==> config.mk <==
export PLATFORM = sky130hd
export DESIGN_NAME = ipc_input_path
export DESIGN_NICKNAME = d
export VERILOG_FILES = /design/src/hw/ipc_pkg.sv /design/src/hw/ipc_exc_if.sv /design/src/hw/ipc_excite.sv /design/src/hw/ipc_input_path.sv
export SDC_FILE = /design/constraint.sdc
export NUM_CORES = 1
export LEC_CHECK = 0
export CORE_MARGIN = 2
export CORE_UTILIZATION = 35
export DETAILED_ROUTE_END_ITERATION = 8
export DONT_BUFFER_PORTS = 1
export GPL_TIMING_DRIVEN = 0
export PLACE_DENSITY = 0.56
export SYNTH_ARGS = -nofsm -noshare
export SYNTH_HDL_FRONTEND = slang
export SYNTH_HIERARCHICAL = 1
export SYNTH_SLANG_ARGS = --single-unit
==> constraint.sdc <==
create_clock -name i_clk -period 2.95 [get_ports i_clk]
set_input_delay 0.4425 -clock i_clk [delete_from_list [all_inputs] [get_ports i_clk]]
set_output_delay 0.4425 -clock i_clk [all_outputs]
set_load 0.05 [all_outputs]
==> src/hw/ipc_pkg.sv <==
// constants shared by the input path configuration block
package ipc_pkg;
  localparam int unsigned IPC_CLK_HZ = 40_000_000;

  localparam logic [7:0] IPC_ADDR_AMP    = 8'h10;
  localparam logic [7:0] IPC_ADDR_SEL    = 8'h11;
  localparam logic [7:0] IPC_ADDR_CTRL   = 8'h12;
  localparam logic [7:0] IPC_ADDR_STAT   = 8'h13;
  localparam logic [7:0] IPC_ADDR_RESULT = 8'h14;
  localparam logic [7:0] IPC_ADDR_DELAY  = 8'h15;

  localparam logic [7:0] IPC_AMP_RST   = 8'h00;
  localparam logic [7:0] IPC_SEL_RST   = 8'hff;
  localparam logic [7:0] IPC_CTRL_RST  = 8'h00;
  localparam logic [7:0] IPC_DELAY_RST = 8'h10;

  localparam int unsigned IPC_AMP_SKIP_BIT = 7;
  localparam int unsigned IPC_GAIN_LSB     = 0;
  localparam logic [2:0]  IPC_GAIN_1       = 3'h0;
  localparam logic [2:0]  IPC_GAIN_64      = 3'h6;
  localparam logic [2:0]  IPC_GAIN_128     = 3'h7;

  localparam int unsigned IPC_POS_LSB  = 4;
  localparam int unsigned IPC_NEG_LSB  = 0;
  localparam logic [3:0]  IPC_SEL_ANALOG_INPUT_0 = 4'h3;
  localparam logic [3:0]  IPC_SEL_ANALOG_INPUT_5 = 4'h8;
  localparam logic [3:0]  IPC_SEL_TEMP = 4'hb;
  localparam logic [3:0]  IPC_SEL_OPEN = 4'he;
  localparam logic [3:0]  IPC_SEL_COM  = 4'hf;

  localparam int unsigned IPC_CTRL_CONT   = 0;
  localparam int unsigned IPC_CTRL_EXC_EN = 1;
  localparam int unsigned IPC_CTRL_FOUR   = 2;
  localparam int unsigned IPC_CTRL_CONN   = 3;
  localparam int unsigned IPC_CTRL_OE     = 4;

  localparam int unsigned IPC_STAT_CONVERSION_DONE_PIN   = 0;
  localparam int unsigned IPC_STAT_CONV   = 1;
  localparam int unsigned IPC_STAT_PD     = 2;
  localparam int unsigned IPC_STAT_INTOSC = 3;
  localparam int unsigned IPC_STAT_SELBAD = 4;
  localparam int unsigned IPC_STAT_GAINBAD = 5;

  localparam logic [7:0] IPC_CLK_IDLE_CYC = 8'h40;

  typedef enum logic [2:0] {
    IPC_CMD_NONE  = 3'h0,
    IPC_CMD_START = 3'h1,
    IPC_CMD_STOP  = 3'h2,
    IPC_CMD_RESET = 3'h3,
    IPC_CMD_PDOWN = 3'h4,
    IPC_CMD_WAKE  = 3'h5
  } ipc_cmd_t;

  typedef enum logic [1:0] {
    IPC_EX_IDLE  = 2'b00,
    IPC_EX_DRV_A = 2'b01,
    IPC_EX_GAP   = 2'b11,
    IPC_EX_DRV_B = 2'b10
  } ipc_ex_state_t;
endpackage : ipc_pkg

==> src/hw/ipc_exc_if.sv <==
// control and drive signals between the block and its excitation driver
`timescale 1ns/1ps
`default_nettype none
interface ipc_exc_if;
  logic       run;
  logic       four_wire;
  logic       connect;
  logic       out_en;
  logic [7:0] delay;
  logic [3:0] gpio;
  logic [3:0] gpio_oe;
  logic       phase_b;
  modport ctl (output run, four_wire, connect, out_en, delay,
               input gpio, gpio_oe, phase_b);
  modport exc (input run, four_wire, connect, out_en, delay,
               output gpio, gpio_oe, phase_b);
endinterface : ipc_exc_if
`default_nettype wire

==> src/hw/ipc_excite.sv <==
// alternating bridge excitation driver for the gpio pins
`timescale 1ns/1ps
`default_nettype none
module ipc_excite
  import ipc_pkg::*;
#(
  parameter int unsigned PHASE_CYCLES = 64
) (
  input  wire logic i_clk,
  input  wire logic i_reset_n,
  ipc_exc_if.exc    exc
);
  // phase counter is eight bits wide
  if (PHASE_CYCLES < 1 || PHASE_CYCLES > 255) begin : g_bad_phase
    $error("ipc_excite: PHASE_CYCLES out of range");
  end

  localparam logic [7:0] PHASE_LEN = 8'(PHASE_CYCLES - 1);

  typedef struct packed {
    ipc_ex_state_t st;
    logic [7:0]    cnt;
    logic          go_b;
  } ipc_ex_t;

  ipc_ex_t cur;
  ipc_ex_t next_cur;

  always_comb begin
    next_cur = cur;
    if (!exc.run) begin
      next_cur.st   = IPC_EX_IDLE;
      next_cur.cnt  = 8'h00;
      next_cur.go_b = 1'b0;
    end else begin
      unique case (cur.st)
        IPC_EX_IDLE: begin
          next_cur.st  = IPC_EX_DRV_A;
          next_cur.cnt = PHASE_LEN;
        end
        IPC_EX_DRV_A, IPC_EX_DRV_B: begin
          if (cur.cnt == 8'h00) begin
            // break before make keeps both bridge legs off for a while
            next_cur.st   = IPC_EX_GAP;
            next_cur.cnt  = exc.delay;
            next_cur.go_b = (cur.st == IPC_EX_DRV_A);
          end else begin
            next_cur.cnt = cur.cnt - 8'h01;
          end
        end
        IPC_EX_GAP: begin
          if (cur.cnt == 8'h00) begin
            next_cur.st  = cur.go_b ? IPC_EX_DRV_B : IPC_EX_DRV_A;
            next_cur.cnt = PHASE_LEN;
          end else begin
            next_cur.cnt = cur.cnt - 8'h01;
          end
        end
      endcase
    end
  end

  always_ff @(posedge i_clk or negedge i_reset_n) begin
    if (!i_reset_n) begin
      cur <= '{st: IPC_EX_IDLE, cnt: 8'h00, go_b: 1'b0};
    end else begin
      cur <= next_cur;
    end
  end

  logic [3:0] drive;
  always_comb begin
    drive = 4'h0;
    if (cur.st == IPC_EX_DRV_A) begin
      drive = exc.four_wire ? 4'b0101 : 4'b0001;
    end else if (cur.st == IPC_EX_DRV_B) begin
      drive = exc.four_wire ? 4'b1010 : 4'b0010;
    end
  end

  assign exc.gpio    = drive;
  assign exc.gpio_oe = (exc.out_en && exc.connect) ? 4'hf : 4'h0;
  assign exc.phase_b = (cur.st == IPC_EX_DRV_B);

  a_gpio_quiet: assert property (
    @(posedge i_clk) disable iff (!i_reset_n)
    !exc.out_en |-> exc.gpio_oe == 4'h0)
    else $error("gpio driven while outputs disabled");
  a_phase_start: assert property (
    @(posedge i_clk) disable iff (!i_reset_n)
    (exc.run && cur.st == IPC_EX_IDLE) |=> cur.st == IPC_EX_DRV_A)
    else $error("excitation did not start in phase a");
endmodule : ipc_excite
`default_nettype wire

==> src/hw/ipc_input_path.sv <==
// input path configuration registers and optional digital pin handling
`timescale 1ns/1ps
`default_nettype none
module ipc_input_path
  import ipc_pkg::*;
#(
  parameter int unsigned PHASE_CYCLES = 64
) (
  input  wire logic       i_clk,
  input  wire logic       i_reset_n,
  input  wire logic [7:0] i_addr,
  input  wire logic [7:0] i_wdata,
  input  wire logic       i_wr,
  input  wire logic       i_rd,
  output logic      [7:0] o_rdata,
  input  wire logic       i_cs_n,
  input  wire logic       i_ext_clock_input,
  input  wire logic       i_start,
  input  wire logic       i_reset_pin_n,
  input  wire logic       i_power_down_pin_n,
  input  wire logic       i_cmd_valid,
  input  wire logic [2:0] i_cmd,
  input  wire logic       i_result_valid,
  input  wire logic [7:0] i_result,
  input  wire logic       i_sdo_busy,
  input  wire logic       i_sdo_bit,
  output logic            o_serial_out_done_pin,
  output logic            o_serial_out_done_oe,
  output logic            o_conversion_done_pin_n,
  output logic            o_amp_skip,
  output logic      [2:0] o_gain_code,
  output logic      [3:0] o_pos_input_select,
  output logic      [3:0] o_neg_input_select,
  output logic            o_use_int_osc,
  output logic            o_convert,
  output logic            o_power_down,
  output logic      [3:0] o_gpio,
  output logic      [3:0] o_gpio_oe
);
  // excitation phase counter is eight bits wide
  if (PHASE_CYCLES < 1 || PHASE_CYCLES > 255) begin : g_bad_phase
    $error("ipc_input_path: PHASE_CYCLES out of range");
  end

  // true for a selector code that maps to a real connection
  function automatic logic ipc_sel_ok(input logic [3:0] code);
    ipc_sel_ok = (code >= IPC_SEL_ANALOG_INPUT_0 && code <= IPC_SEL_ANALOG_INPUT_5) ||
                 code == IPC_SEL_TEMP || code == IPC_SEL_OPEN ||
                 code == IPC_SEL_COM;
  endfunction : ipc_sel_ok

  function automatic logic ipc_gain_ok(input logic [2:0] code);
    ipc_gain_ok = code == IPC_GAIN_1 || code == IPC_GAIN_64 ||
                  code == IPC_GAIN_128;
  endfunction : ipc_gain_ok

  typedef struct packed {
    logic [7:0] amp;
    logic [7:0] sel;
    logic [7:0] ctrl;
    logic [7:0] delay;
    logic [7:0] result;
    logic       conversion_done_pin;
    logic       cmd_run;
    logic       pd;
    logic [1:0] sync_cs;
    logic [2:0] sync_clk;
    logic [1:0] sync_start;
    logic [1:0] sync_rst;
    logic [1:0] sync_pd;
    logic [7:0] clk_idle;
    logic [7:0] rdata;
  } ipc_state_t;

  localparam ipc_state_t IPC_STATE_RST = '{
    amp:        IPC_AMP_RST,
    sel:        IPC_SEL_RST,
    ctrl:       IPC_CTRL_RST,
    delay:      IPC_DELAY_RST,
    result:     8'h00,
    conversion_done_pin:       1'b0,
    cmd_run:    1'b0,
    pd:         1'b0,
    sync_cs:    2'b11,
    sync_clk:   3'b000,
    sync_start: 2'b00,
    sync_rst:   2'b11,
    sync_pd:    2'b11,
    clk_idle:   8'h00,
    rdata:      8'h00
  };

  ipc_state_t st;
  ipc_state_t next_st;

  logic cmd_start;
  logic cmd_stop;
  logic cmd_reset;
  logic cmd_pdown;
  logic cmd_wake;
  logic soft_rst;
  logic pd_eff;
  logic converting;
  logic sel_bad;
  logic ext_edge;
  logic [7:0] status;

  assign cmd_start = i_cmd_valid && i_cmd == IPC_CMD_START;
  assign cmd_stop  = i_cmd_valid && i_cmd == IPC_CMD_STOP;
  assign cmd_reset = i_cmd_valid && i_cmd == IPC_CMD_RESET;
  assign cmd_pdown = i_cmd_valid && i_cmd == IPC_CMD_PDOWN;
  assign cmd_wake  = i_cmd_valid && i_cmd == IPC_CMD_WAKE;

  // pin reset is level sensitive and held for as long as the pin is low
  assign soft_rst = cmd_reset || !st.sync_rst[1];
  assign pd_eff   = st.pd || !st.sync_pd[1];

  // start pin only free-runs in continuous mode; commands work in either mode; power-down blocks both
  assign converting = !pd_eff && (st.cmd_run ||
                      (st.sync_start[1] && st.ctrl[IPC_CTRL_CONT]));

  assign sel_bad = !ipc_sel_ok(st.sel[IPC_POS_LSB +: 4]) ||
                   !ipc_sel_ok(st.sel[IPC_NEG_LSB +: 4]);
  assign ext_edge = st.sync_clk[2] != st.sync_clk[1];

  always_comb begin
    status = 8'h00;
    status[IPC_STAT_CONVERSION_DONE_PIN]    = st.conversion_done_pin;
    status[IPC_STAT_CONV]    = converting;
    status[IPC_STAT_PD]      = pd_eff;
    status[IPC_STAT_INTOSC]  = o_use_int_osc;
    status[IPC_STAT_SELBAD]  = sel_bad;
    status[IPC_STAT_GAINBAD] = !ipc_gain_ok(st.amp[IPC_GAIN_LSB +: 3]);
  end

  always_comb begin
    next_st = st;
    next_st.sync_cs    = {st.sync_cs[0], i_cs_n};
    next_st.sync_clk   = {st.sync_clk[1:0], i_ext_clock_input};
    next_st.sync_start = {st.sync_start[0], i_start};
    next_st.sync_rst   = {st.sync_rst[0], i_reset_pin_n};
    next_st.sync_pd    = {st.sync_pd[0], i_power_down_pin_n};

    // a held-low clock pin stops producing edges and times out
    if (ext_edge) begin
      next_st.clk_idle = 8'h00;
    end else if (st.clk_idle != IPC_CLK_IDLE_CYC) begin
      next_st.clk_idle = st.clk_idle + 8'h01;
    end

    // read data stand only in the cycle after the strobe
    next_st.rdata = 8'h00;
    if (i_rd) begin
      unique case (i_addr)
        IPC_ADDR_AMP:    next_st.rdata = st.amp;
        IPC_ADDR_SEL:    next_st.rdata = st.sel;
        IPC_ADDR_CTRL:   next_st.rdata = st.ctrl;
        IPC_ADDR_STAT:   next_st.rdata = status;
        IPC_ADDR_RESULT: next_st.rdata = st.result;
        IPC_ADDR_DELAY:  next_st.rdata = st.delay;
        default:         next_st.rdata = 8'h00;
      endcase
    end

    if (i_wr) begin
      unique case (i_addr)
        // reserved amp bits are stored as written; host keeps them zero
        IPC_ADDR_AMP:   next_st.amp   = i_wdata;
        IPC_ADDR_SEL:   next_st.sel   = i_wdata;
        IPC_ADDR_CTRL:  next_st.ctrl  = i_wdata;
        IPC_ADDR_DELAY: next_st.delay = i_wdata;
        default: ;
      endcase
    end

    // reading the result acknowledges it; a new result wins the same cycle
    if (i_rd && i_addr == IPC_ADDR_RESULT) begin
      next_st.conversion_done_pin = 1'b0;
    end
    if (i_result_valid && !pd_eff) begin
      next_st.result = i_result;
      next_st.conversion_done_pin   = 1'b1;
    end

    // conversions stop before reconfiguring the excitation
    if (cmd_stop) begin
      next_st.cmd_run = 1'b0;
    end else if (cmd_start) begin
      next_st.cmd_run = 1'b1;
    end

    if (cmd_pdown) begin
      next_st.pd = 1'b1;
    end else if (cmd_wake) begin
      next_st.pd = 1'b0;
    end

    if (soft_rst) begin
      next_st.amp     = IPC_AMP_RST;
      next_st.sel     = IPC_SEL_RST;
      next_st.ctrl    = IPC_CTRL_RST;
      next_st.delay   = IPC_DELAY_RST;
      next_st.result  = 8'h00;
      next_st.conversion_done_pin    = 1'b0;
      next_st.cmd_run = 1'b0;
      next_st.pd      = 1'b0;
    end
  end

  always_ff @(posedge i_clk or negedge i_reset_n) begin
    if (!i_reset_n) begin
      st <= IPC_STATE_RST;
    end else begin
      st <= next_st;
    end
  end

  ipc_exc_if exc_bus ();

  assign exc_bus.run       = converting && st.ctrl[IPC_CTRL_EXC_EN];
  assign exc_bus.four_wire = st.ctrl[IPC_CTRL_FOUR];
  assign exc_bus.connect   = st.ctrl[IPC_CTRL_CONN];
  assign exc_bus.out_en    = st.ctrl[IPC_CTRL_OE] && !pd_eff;
  // delay is host programmed to cover input filter settling
  assign exc_bus.delay     = st.delay;

  ipc_excite #(
    .PHASE_CYCLES (PHASE_CYCLES)
  ) u_excite (
    .i_clk     (i_clk),
    .i_reset_n (i_reset_n),
    .exc       (exc_bus)
  );

  assign o_rdata            = st.rdata;
  assign o_amp_skip         = st.amp[IPC_AMP_SKIP_BIT];
  assign o_gain_code        = st.amp[IPC_GAIN_LSB +: 3];
  assign o_pos_input_select = st.sel[IPC_POS_LSB +: 4];
  assign o_neg_input_select = st.sel[IPC_NEG_LSB +: 4];
  assign o_use_int_osc      = st.clk_idle == IPC_CLK_IDLE_CYC;
  assign o_convert          = converting;
  assign o_power_down       = pd_eff;
  assign o_gpio             = exc_bus.gpio;
  assign o_gpio_oe          = exc_bus.gpio_oe;
  assign o_conversion_done_pin_n = !st.conversion_done_pin;

  // chip select held low simply leaves the pin driven all the time
  assign o_serial_out_done_oe  = !st.sync_cs[1];
  assign o_serial_out_done_pin = i_sdo_busy ? i_sdo_bit : !st.conversion_done_pin;

  a_amp_reset: assert property (
    @(posedge i_clk) disable iff (!i_reset_n)
    !st.sync_rst[1] |=> st.amp == IPC_AMP_RST)
    else $error("amp register not at default after pin reset");
  a_sel_reset: assert property (
    @(posedge i_clk) disable iff (!i_reset_n)
    cmd_reset |=> (st.sel == IPC_SEL_RST && !o_convert))
    else $error("input select not at default after reset command");
  a_skip_write: assert property (
    @(posedge i_clk) disable iff (!i_reset_n)
    (i_wr && i_addr == IPC_ADDR_AMP && !soft_rst)
      |=> o_amp_skip == $past(i_wdata[7]))
    else $error("skip mode does not follow written bit");
  a_gain_write: assert property (
    @(posedge i_clk) disable iff (!i_reset_n)
    (i_wr && i_addr == IPC_ADDR_AMP && !soft_rst)
      |=> o_gain_code == $past(i_wdata[2:0]))
    else $error("gain code does not follow write");
  a_pos_write: assert property (
    @(posedge i_clk) disable iff (!i_reset_n)
    (i_wr && i_addr == IPC_ADDR_SEL && !soft_rst)
      |=> o_pos_input_select == $past(i_wdata[7:4]))
    else $error("positive selector does not follow write");
  a_neg_write: assert property (
    @(posedge i_clk) disable iff (!i_reset_n)
    (i_wr && i_addr == IPC_ADDR_SEL && !soft_rst)
      |=> o_neg_input_select == $past(i_wdata[3:0]))
    else $error("negative selector does not follow write");
  a_amp_readback: assert property (
    @(posedge i_clk) disable iff (!i_reset_n)
    (i_rd && i_addr == IPC_ADDR_AMP) |=> o_rdata == $past(st.amp))
    else $error("amp register read back wrong");
  a_sel_readback: assert property (
    @(posedge i_clk) disable iff (!i_reset_n)
    (i_rd && i_addr == IPC_ADDR_SEL) |=> o_rdata == $past(st.sel))
    else $error("input select read back wrong");
  a_rdata_idle: assert property (
    @(posedge i_clk) disable iff (!i_reset_n)
    !i_rd |=> o_rdata == 8'h00)
    else $error("read data present without a read");
  a_int_osc: assert property (
    @(posedge i_clk) disable iff (!i_reset_n)
    (!st.sync_clk[1] && !st.sync_clk[2]) [*8] |-> ##[0:70] o_use_int_osc)
    else $error("grounded clock pin did not select internal osc");
  a_osc_edge: assert property (
    @(posedge i_clk) disable iff (!i_reset_n)
    ext_edge |=> !o_use_int_osc)
    else $error("internal osc kept while clock pin toggles");
  a_free_run: assert property (
    @(posedge i_clk) disable iff (!i_reset_n)
    (st.sync_start[1] && st.ctrl[IPC_CTRL_CONT] && !pd_eff) |-> o_convert)
    else $error("start pin high in continuous mode not converting");
  a_stop_cmd: assert property (
    @(posedge i_clk) disable iff (!i_reset_n)
    cmd_stop |=> !st.cmd_run)
    else $error("stop command did not halt conversions");
  a_pd_pin: assert property (
    @(posedge i_clk) disable iff (!i_reset_n)
    $fell(i_power_down_pin_n) |-> ##2 (o_power_down && !o_convert))
    else $error("power-down pin not honoured two cycles later");
  a_sdo_release: assert property (
    @(posedge i_clk) disable iff (!i_reset_n)
    st.sync_cs[1] |-> !o_serial_out_done_oe)
    else $error("combined pin driven while deselected");
  a_sdo_drive: assert property (
    @(posedge i_clk) disable iff (!i_reset_n)
    !st.sync_cs[1] |-> o_serial_out_done_oe)
    else $error("combined pin not driven while selected");
  a_conversion_done_pin_poll: assert property (
    @(posedge i_clk) disable iff (!i_reset_n)
    (i_result_valid && !pd_eff && !soft_rst)
      |=> (st.conversion_done_pin && !o_conversion_done_pin_n))
    else $error("data ready not raised on new result");
  a_conversion_done_pin_clear: assert property (
    @(posedge i_clk) disable iff (!i_reset_n)
    (i_rd && i_addr == IPC_ADDR_RESULT && !i_result_valid) |=> !st.conversion_done_pin)
    else $error("data ready not cleared by result read");
  a_result_hold: assert property (
    @(posedge i_clk) disable iff (!i_reset_n)
    (i_result_valid && !pd_eff && !soft_rst) |=> st.result == $past(i_result))
    else $error("result not buffered");
  a_result_read: assert property (
    @(posedge i_clk) disable iff (!i_reset_n)
    (i_rd && i_addr == IPC_ADDR_RESULT) |=> o_rdata == $past(st.result))
    else $error("buffered result read back wrong");
endmodule : ipc_input_path
`default_nettype wire

Word-level counts from Yosys, hierarchy flattened. Cells that the tools add are included.

Reduce and logical (&&, ||, !) cells: 54. Equality and inequality tests: 29. Add/sub/neg operators: 2. Muxes and demuxes: 31. Magnitude comparators: 4.

Operators with widths (count): two-way mux 8 bit (9); equality test 8 x 5 -> 1 bit, second input constant (6); case mux 8 bit (6 select lines) (1); two-way mux 43 bit (1); two-way mux 32 bit (1); case mux 10 bit (3 select lines) (1); equality test 4 bit, second input constant (6); two-way mux 4 bit (4); logical AND 1 bit (14); nonzero test 2 bit (7); equality test 3 bit, second input constant (4); logical OR 1 bit (12); AND reduction 2 bit (6); two-way mux 11 bit (1); two-way mux 9 bit (1); nonzero test 3 bit (3); adder 8 x 1 -> 8 bit, second input constant (1); equality test 8 x 7 -> 1 bit, second input constant (1); greater-or-equal comparator 4 x 2 -> 1 bit, second input constant (2); less-or-equal comparator 4 bit, second input constant (2); zero test 1 bit (8); zero test 8 bit (1); two-way mux 1 bit (8); != test 8 x 7 -> 1 bit, second input constant (1); other kinds (13) (19).

Register bits after elaboration: 81. Output and inout bits: 34.

Depth between registers and ports, before layout. Gate-level depths: netlist of run 1.

Word-level depth: 9. Mapped depth: 8. Mapped depth without buffers: 8.

Modules after synthesis. Netlist of run 1, hierarchy kept.

By module, submodules not included: ipc_input_path (times used 1, cells each 335, area an instance 3507.1 µm², seq. area each 1770.4 µm²); ipc_excite (times used 1, cells each 87, area an instance 754.5 µm², seq. area each 275.3 µm²).

Worst setup path before layout of run 1. No wires, ideal clock.

Path type: flip-flop to flip-flop. From: register st[17] (netlist bit). To: register u_excite/cur[4] (netlist bit). Arrival: 2715 ps. Buffers on the path: 0. Period minus slack after synthesis: 2819 ps. Path slack: 131 ps. Stages on the path, launching flop included: 8. Cells stage by stage: dfstp_2 > nor2b_1 > inv_1 > nor2_1 > and2_1 > o21ai_1 > or3_1 > o311ai_1.

RTL lines: start: declaration (line ipc_input_path.sv:93) `ipc_state_t st;`; start signal: assignment (line ipc_input_path.sv:214) `st <= next_st;`; end signal: assignment (line ipc_excite.sv:65) `cur <= '{st: IPC_EX_IDLE, cnt: 8'h00, go_b: 1'b0};`; end signal: assignment (line ipc_excite.sv:67) `cur <= next_cur;`; end: declaration (line ipc_excite.sv:26) `ipc_ex_t cur;`.

==> results of run 1 <==
[metrics by stage]
step                instance area [µm²]  hold WS, ns  setup slack (ns)
detailed placement                 4446       0.1520           -0.5369
global placement                   4446       0.1522           -0.4979
finish                             4792   -0.0008896            0.3563
floorplan                          4262       0.1469            0.1306
CTS                                4790      0.02407            0.1356
global route                       4792      0.02532            0.2013
[worst max-delay path by stage]
stage                       from         endpoint
final                     st[17]  u_excite/cur[4]
after global routing      st[17]  u_excite/cur[4]
after CTS                 st[17]  u_excite/cur[4]
after detailed placement  st[17]  u_excite/cur[4]
after global placement    st[17]  u_excite/cur[4]
after floorplan           st[17]  u_excite/cur[4]
[power by group through the flow]
stage                     combinational (mW)  clock [mW]  sequential, mW
after floorplan                        0.110           0            1.17
final                                  0.163        1.17            1.15
after CTS                              0.165        1.20            1.15
after global placement                 0.134           0            1.17
after detailed placement               0.136           0            1.17
after global routing                   0.183        1.25            1.16
[final cells by class]
cell class | instances | area [µm²]
fillers | 1171 | 7169
flip-flops and latches | 81 | 2046
multi-input cells | 283 | 1911
plain buffers | 39 | 244.0
clock buffers | 9 | 225.2
well taps | 147 | 183.9
clock inverters | 6 | 83.83
inverters | 19 | 71.32
repair buffers | 1 | 27.53
[routing by layer]
layer	global-route usage	wire length [µm]	part of all wire
met4	0.04146	87	0.0082
met5	0	0	0
met3	0.04659	614	0.058
met2	0.2825	5066	0.48
met1	0.2339	4824	0.46
[sequential cells by signal, indices dropped and copies added, names as in the netlist]
register / count
u_excite/cur: 11
exc_bus.connect: 1
exc_bus.delay: 8
st: 34
next_st: 6
o_gain_code: 3
exc_bus.four_wire: 1
o_pos_input_select: 4
o_neg_input_select: 4
o_amp_skip: 1
o_rdata: 8
[worst max-delay path, delay by kind of cell (launching register included)]
family / cells / cell delay (ns)
AO/OA/AOI/OAI: 2 / 0.38
flip-flops: 1 / 0.51
AND/OR/NAND/NOR: 4 / 1.39
buffers and inverters: 1 / 0.21
[placed cells by master (no fill, tap or decap), drive strengths merged, types with 3 or more instances in the layout]
cell    synthesis  final
and3            3      3
mux2i          43     43
or3             6      6
a21oi          25     25
nor3            8      8
clkinv          0      4
and2            5      5
dfstp          15     15
buf            27     28
nand2b          4      4
nor4b           4      4
o21ai           7      7
xnor2           4      4
o22ai           3      3
nor2b           7      7
a31oi           4      4
inv            19     19
ha              7      7
o31ai           6      6
nand3          11     11
o211ai          4      4
dfrtp          66     66
a22oi           3      3
xor2            6      6
nor2           50     50
nor4            3      3
nand2          42     42
clkbuf         12     21
[kinds of logic after synthesis]
group           count (synthesis)  share of synthesized area
compound gates                 66                    0.09924
buf+inv                        58                    0.07399
xor+xnor                       10                    0.02055
flops                          81                     0.4800
mux                            46                     0.1116
simple gates                  154                     0.1941
fa+ha+maj                       7                    0.02055
[what timing repair did]
action / 4_1_cts / 5_1_grt
hold buffers: 1 / 0
endpoints found under the hold margin: 81 / 0
buffers inserted: 0 / 0
endpoints found under the setup margin: 11 / 1
pin swaps: 1 / 0
resized for setup: 3 / 1
==> flow_summary.toml, run 1 <==
[timing]
setup_violations = 0
fmax_mhz = 385.6
period_minus_slack_ns = 2.594
hold-worst-slack_ns = -0.0008896
skew_ns = 0.008860
hold_viol_final = 3
final_max_slew_viol_count = 0
tightestPinTransition_ns = 0.9486
rsz0062_at_grt = "false"
relSlewSlack = 0.3633
min_period_over_period = 0.8792
setup_tns_ns = 0

[place]
dpl.cell_count = 569
gp_congestion = 0.8499
hpwl_um = 7816
io_buffers = 0

[critical_path]
cpPeakStageDelay_ns = 0.51
crit_fanout = 10
worstSetupEndpointType = "flop"
crit_type = "reg2reg"
r2r-end = "u_excite/cur[4]"
crit_required_ns = 3.17
cp-start-kind = "flop"
r2r-start = "st[17]"
ff2ff_setup_slack_ns = 0.36
arrival_ns = 2.82
slowest_stage = "dfstp_2"
r2r_cells = 7
crit_chain = "nor2b_2, inv_2, nor2_4, and2_1, o21ai_1, or3_1, o311ai_1"

[final_layout]
fin_util = 0.4006
syn2layout_area_growth_pct = 12.45
diodes = 0
finalNetCount = 481
drive_gt1_frac = 0.1941
final_cells = 585

[clock_tree]
cts_tree = "yes"
ctsRootBufferMaster = "clkbuf_16"
cts_buffers = 9
clockBufferDepth = 2
clock_sinks = 81
clk_latency_ns = 0.34
clk_pin_slew_worst_paths_ns = 0.06
htree_levels = 3

[drt]
via_count = 3089
drtPass1Iterations = 4
wl_per_cell_um = 18.11
ant_nets = 0
drc_errors = 0
first_iter_violations = 238
routed_via_density = 5.280
wirelength_um = 10590

[power]
power_density_mw_per_mm2 = 519.2
total_power_mw = 2.488
p_int_mw = 1.918
ir_worst_vdd_mv = 0.2997
p_sw_frac = 0.2292
leakage_nw = 2.064
pwr-share-seq = 0.464
p_clk_frac = 0.471
comb_power_share = 0.065
netSwitchingPower_uw = 570.2

[synth]
syn_inst = 422
yosysWarnings = 6
yosys.area.top_type = "dfrtp_1"
syn_nets = 469
synth_area_leaders = "dfrtp_1 39%, mux2i_1 10%, dfstp_2 9.2%, buf_4 4.1%, nand2_1 3.7%"
synth_top_area_share = 0.3876
synth_area_per_cell_um2 = 10.10
synth_commonest_cells = "66 x dfrtp_1, 43 x mux2i_1, 42 x nand2_1"
synth.distinct_cells = 56
synth-seq-cells = 81
ys_seq_area_frac = 0.4800
syn_area_mm2 = 0.004262
async_flop_share = 1.000
synth_edf_count = 0
synth_ff_type = "dfrtp_1"
yosysMostFrequentCell = "dfrtp_1"

[run_status]
violations = "negative hold slack"
status = "complete, but fails checks"

[die]
start_util = 0.3563
dieArea_mm2 = 0.01307
ios = 74
row_count = 40
core_mm2 = 0.01196
fp.dieH_um = 114.3
die-width_um = 114.3

[global_route]
grt_max_degree = 82
grt_pass1_wl_um = 17350
grt_pass1_vias = 3202
grt-ovfl-total = 0
antenna_found_initial = 0
grtUsageTotal = 0.1743

[hold_path]
hp-class = "in2async"

[job]
cap_viol_max_count = 0
Note: power is estimated with default switching activity, not from simulation.
==> run 2, diff against run 1 <==
--- a/config.mk
+++ b/config.mk
@@ -6,4 +6,5 @@
 export NUM_CORES = 1
 export LEC_CHECK = 0
+export CAP_MARGIN = 15
 export CORE_MARGIN = 2
 export CORE_UTILIZATION = 35
@@ -12,4 +13,5 @@
 export GPL_TIMING_DRIVEN = 0
 export PLACE_DENSITY = 0.56
+export SETUP_SLACK_MARGIN = 0.4
 export SYNTH_ARGS = -nofsm -noshare
 export SYNTH_HDL_FRONTEND = slang
==> constraint.sdc (replaced) <==
create_clock -name i_clk -period 2.95 [get_ports i_clk]
set_input_delay 0.4425 -clock i_clk [delete_from_list [all_inputs] [get_ports i_clk]]
set_output_delay 0.4425 -clock i_clk [all_outputs]
set_load 0.1 [all_outputs]
==> run 2 against run 1 <==
  * The run still ends with negative hold slack left
  * Count of clock-buffer cells in the layout is 4 higher
  * Clock power decreased by 5%
  * Hold slack got worse by 0.022 ns
  * Flip-flop and latch count stayed put
  * Critical path type unchanged
==> flow_summary.toml, run 2 (synthesis gave the netlist of run 1 again) <==
[run_status]
status = "complete, but fails checks"
violations = "negative hold slack"

[final_layout]
reg_top3 = "st x34, u_excite/cur x11"
fin_util = 0.4116
drive_gt1_frac = 0.2449
largest_reg_flops = 34
layout_commonest_cell = "dfrtp_1"
final_cell_mix = "66 x dfrtp_1, 43 x mux2i_1, 39 x nand2_1"
regMostFlops = "st"
finalNetCount = 487
final_area_mm2 = 0.004923
syn2layout_area_growth_pct = 15.53
n_fill_cell = 1169
diodes = 0

[global_route]
grt_max_degree = 82
grtUsageTotal = 0.1716
antenna_found_initial = 0
grt_pass1_wl_um = 17010
grt_pass1_vias = 3109
grt-ovfl-total = 0

[clock_tree]
clk_pin_slew_worst_paths_ns = 0.06
clockBufferDepth = 2
clk_latency_ns = 0.34
cts_tree = "yes"
htree_levels = 3
clock_sinks = 81
ctsRootBufferMaster = "clkbuf_16"
cts_buffers = 9

[critical_path]
r2r-end = "u_excite/cur[4]"
worst-path-buf-inv = 1
crit_family = "simple AND/OR/NAND/NOR gates"
crit_fanout = 7
slowest_stage = "nor2_4"
arrival_ns = 3.04
crit_type = "reg2reg"
ff2ff_setup_slack_ns = 0.15
r2r-start = "st[17]"
cpPeakStageDelay_ns = 0.72
crit_chain = "nor2b_4, clkinvlp_4, nor2_4, and2_4, o21ai_4, or3_4, o311ai_1"
cp-start-kind = "flop"
crit_required_ns = 3.19
r2r_cells = 7
worstSetupEndpointType = "flop"

[drt]
drc_errors = 0
wirelength_um = 10650
drtPass1Iterations = 4
ant_nets = 0
via_count = 3160
wl_per_cell_um = 17.99
first_iter_violations = 207
routed_via_density = 5.338

[timing]
hold-worst-slack_ns = -0.02338
setup_violations = 0
relSlewSlack = 0.2670
tightestPinTransition_ns = 1.099
skew_ns = 0.005242
rsz0062_at_grt = "true"
min_period_over_period = 0.9485
period_minus_slack_ns = 2.798
final_max_slew_viol_count = 0
hold_viol_final = 17
fmax_mhz = 357.4

[die]
die-width_um = 114.3
dieArea_mm2 = 0.01307
fp.dieH_um = 114.3
core_mm2 = 0.01196
ios = 74
row_count = 40
start_util = 0.3563

[power]
p_sw_frac = 0.2381
pwr-share-seq = 0.472
netSwitchingPower_uw = 582.6
p_clk_frac = 0.453
p_int_mw = 1.864
leakage_nw = 2.093
total_power_mw = 2.447
comb_power_share = 0.075
ir_worst_vdd_mv = 0.2421
power_density_mw_per_mm2 = 497.0

[place]
gp_congestion = 0.8789
io_buffers = 0
hpwl_um = 7784
place_area_mm2 = 0.004483

[job]
cap_viol_max_count = 0

[hold_path]
hp-class = "in2async"
==> run 2: timing repair <==
action                                  in CTS  in global routing
endpoints found under the hold margin       81                  0
endpoints found under the setup margin      19                 14
gates resized for setup                      8                 13
buffers inserted                             5                  1
pin swaps                                    6                  2
hold buffers                                 1                  0
==> run 2: per-layer routing <==
| layer | GRT usage | vias up | part of all wire |
|---|---|---|---|
| met4 | 0.07967 | 0 | 0.024 |
| met1 | 0.2314 | 1591 | 0.45 |
| met2 | 0.2643 | 78 | 0.48 |
| li1 | - | 1475 | - |
| met3 | 0.03706 | 16 | 0.047 |
| met5 | 0 | - | 0 |
==> run 2: worst register-to-register path, stage by stage, from the launching register on <==
cell and delay (ns):
dfstp_2 0.51, nor2b_4 0.16, clkinvlp_4 0.46, nor2_4 0.72
and2_4 0.32, o21ai_4 0.09, or3_4 0.35, o311ai_1 0.09
==> run 2: metrics by stage <==
step,setup slack (ns),hold slack [ns],setup TNS [ns],cells
6_report,0.1520,-0.02338,0,592
5_1_grt,0.07160,0.03198,0,592
4_1_cts,0.1544,0.02900,0,591
3_5_place_dp,-0.03057,0.1501,-0.03174,569
3_3_place_gp,-0.03097,0.1503,-0.03097,569
2_1_floorplan,0.2183,0.1469,0,422
==> run 2: power by group through the flow <==
| stage | Sequential, mW | Clock (mW) | Combinational, mW |
|---|---|---|---|
| global placement | 1.17 | 0 | 0.155 |
| finish | 1.15 | 1.11 | 0.184 |
| floorplan | 1.17 | 0 | 0.131 |
| detailed placement | 1.17 | 0 | 0.157 |
| CTS | 1.15 | 1.13 | 0.186 |
| global route | 1.16 | 1.18 | 0.204 |
==> run 2: cell type report <==
| cell class | count | area [µm²] | area share |
|---|---|---|---|
| Tap cell | 147 | 183.9 | 0.03736 |
| Timing Repair Buffer | 7 | 80.08 | 0.01626 |
| Clock inverter | 3 | 40.04 | 0.008132 |
| Inverter | 19 | 78.83 | 0.01601 |
| Clock buffer | 13 | 250.2 | 0.05083 |
| Buffer | 39 | 244.0 | 0.04956 |
| Sequential cell | 81 | 2046 | 0.4155 |
| Multi-Input combinational cell | 283 | 2001 | 0.4064 |
==> run 2: worst max path at each step <==
stage	cells past startpoint	end	slack, ns	startpoint
2_1_floorplan	7	u_excite/cur[4]	0.22	st[17]
3_3_place_gp	7	u_excite/cur[4]	-0.03	st[17]
3_5_place_dp	7	u_excite/cur[4]	-0.03	st[17]
4_1_cts	7	u_excite/cur[2]	0.15	st[17]
5_1_grt	7	u_excite/cur[2]	0.07	st[17]
6_report	7	u_excite/cur[4]	0.15	st[17]
==> run 3, diff against run 2 <==
SYNTH_HIERARCHICAL = default   (was 1)
==> run 3 against run 2 <==
  * The flow now finishes without violations
  * Non-clock buffer count fell by 4
  * Cell count fell by 0.68%
  * Sequential share of layout area rose by 0.22 points
  * Routed wire length rose by 0.74%
  * Utilization fell by 0.22 points
  * Critical path depth fell by 4
  * Critical path type is now reg2out
  * Largest cell class unchanged
  * Highest routed layer unchanged
==> flow_summary.toml, run 3 <==
[timing]
fmax_mhz = 359.5
min_period_over_period = 0.9429
relSlewSlack = 0.2805
skew_ns = 0.007350
hold_viol_final = 0
rsz0062_at_grt = "true"
period_minus_slack_ns = 2.782
setup_violations = 0
setup_tns_ns = 0
setup_ws_ns = 0.1685
tightestPinTransition_ns = 1.079
final_max_slew_viol_count = 0

[drt]
first_iter_violations = 240
drtPass1Iterations = 4
routed_via_density = 5.457
drc_errors = 0
ant_nets = 0
wl_per_cell_um = 18.25
wirelength_um = 10730
via_count = 3209

[synth]
async_flop_share = 1.000
synth_commonest_cells = "66 x dfrtp_1, 40 x nor2_1, 38 x nand2_1"
synth.distinct_cells = 56
synth-seq-cells = 81
synth_edf_count = 0
yosysWarnings = 0
syn_area_mm2 = 0.004280
synth_area_per_cell_um2 = 10.14
yosys.area.top_type = "dfrtp_1"
yosysMostFrequentCell = "dfrtp_1"
syn_nets = 470
ys_seq_area_frac = 0.4779
synth_ff_type = "dfrtp_1"
synth_area_leaders = "dfrtp_1 39%, dfstp_2 9.2%, buf_4 4.0%, mux2i_1 3.5%, nor2_1 3.5%"
synth_top_area_share = 0.3859
syn_inst = 422

[die]
row_count = 40
dieArea_mm2 = 0.01313
start_util = 0.3578
die-width_um = 114.6
core_mm2 = 0.01196
ios = 74
fp.dieH_um = 114.6

[clock_tree]
cts_buffers = 9
clock_sinks = 81
htree_levels = 3
clockBufferDepth = 2
clk_latency_ns = 0.34
cts_tree = "yes"
ctsRootBufferMaster = "clkbuf_16"
clk_pin_slew_worst_paths_ns = 0.06

[global_route]
grt_pass1_vias = 3195
antenna_found_initial = 0
grt_pass1_wl_um = 17330
grtUsageTotal = 0.1734
grt_max_degree = 82
grt-ovfl-total = 0

[final_layout]
largest_reg_flops = 34
finalNetCount = 484
syn2layout_area_growth_pct = 14.41
layout_commonest_cell = "dfrtp_1"
reg_top3 = "st x34, u_excite.cur x11"
regMostFlops = "st"
final_cell_mix = "66 x dfrtp_1, 38 x nand2_1, 38 x nor2_1"
drive_gt1_frac = 0.2290
final_area_mm2 = 0.004897
diodes = 0

[power]
netSwitchingPower_uw = 613.1
p_int_mw = 2.021
power_density_mw_per_mm2 = 537.9
leakage_nw = 2.219
p_clk_frac = 0.487
comb_power_share = 0.074
ir_worst_vdd_mv = 0.3323
pwr-share-seq = 0.439
p_sw_frac = 0.2328

[place]
hpwl_um = 7976
io_buffers = 0
gp_congestion = 0.9120
place_area_mm2 = 0.004479
place_ws_ns = 0.3420

[critical_path]
worstSetupEndpointType = "primary output"
r2r-end = "u_excite.cur[10]"
r2r-start = "st[17]"
crit_required_ns = 2.51
crit_type = "reg2out"
r2r_cells = 5
arrival_ns = 2.34
crit_fanout = 5
cp-start-kind = "flop"
ff2ff_setup_slack_ns = 0.42

[hold_path]
hp-class = "in2async"

[job]
cap_viol_max_count = 0

[run_status]
status = "completed"
==> run 3: logic make-up (layout without fill, tap and decap cells) <==
kind of cell | after synthesis | after routing | share of synthesized area
compound gates | 81 | 81 | 0.1158
xor+xnor | 11 | 11 | 0.02251
fa+ha+maj | 8 | 8 | 0.02339
buf+inv | 59 | 78 | 0.07922
flops | 81 | 81 | 0.4779
mux | 25 | 25 | 0.07717
simple gates | 157 | 157 | 0.2040
==> run 3: cell type report <==
cell class | count | area [µm²]
buffer | 39 | 275.3
clock inverter | 7 | 116.4
clock buffer | 9 | 225.2
multi-input combinational | 282 | 1929
inverter | 20 | 78.83
sequential | 81 | 2046
fill | 1154 | 7064
tap | 147 | 183.9
timing repair buffer | 3 | 42.54
==> run 3: metrics by stage <==
| stage | cells | utilization | total power [mW] | hold WS (ns) |
|---|---|---|---|---|
| global placement | 569 | 0.3742 | 1.338 | 0.1509 |
| finish | 588 | 0.4094 | 2.634 | 0.008469 |
| floorplan | 422 | - | 1.304 | 0.1469 |
| global route | 588 | 0.4094 | 2.727 | 0.02914 |
| detailed placement | 569 | 0.3745 | 1.341 | 0.1501 |
| CTS | 587 | 0.4074 | 2.660 | 0.02510 |
==> run 3: power by group through the flow <==
stage	Clock, mW	Combinational (mW)	Sequential, mW
3_5_place_dp	0	0.165	1.18
2_1_floorplan	0	0.135	1.17
5_1_grt	1.35	0.216	1.16
6_report	1.28	0.196	1.16
4_1_cts	1.31	0.197	1.16
3_3_place_gp	0	0.163	1.17
==> run 3: worst max-delay path, stage by stage, from the launching register on <==
cell and delay, ns:
dfstp_2 0.51, nor2b_4 0.20, clkinvlp_4 0.54, nor2_4 0.74
==> run 3: timing repair <==
action	in CTS	in global routing
hold buffers	1	0
hold endpoints to repair	81	0
endpoints found under the setup margin	8	6
resized for setup	5	5
pin swaps	1	1
setup buffers	1	1
==> run 3: layer usage <==
| metal | vias to the layer above | GRT usage | share of wire |
|---|---|---|---|
| met1 | 1581 | 0.2523 | 0.47 |
| met4 | 0 | 0.06911 | 0.020 |
| met5 | - | 0 | 0 |
| met3 | 15 | 0.04023 | 0.070 |
| li1 | 1492 | - | - |
| met2 | 121 | 0.2489 | 0.44 |
==> run 3: how the worst max path moves through the flow <==
stage,start,end,depth (start not counted)
2_1_floorplan,u_excite.cur[10],o_gpio[3],3
3_3_place_gp,st[17],o_gpio_oe[3],3
3_5_place_dp,st[17],o_gpio_oe[3],3
4_1_cts,st[17],o_convert,3
5_1_grt,st[17],o_convert,3
6_report,st[17],o_convert,3
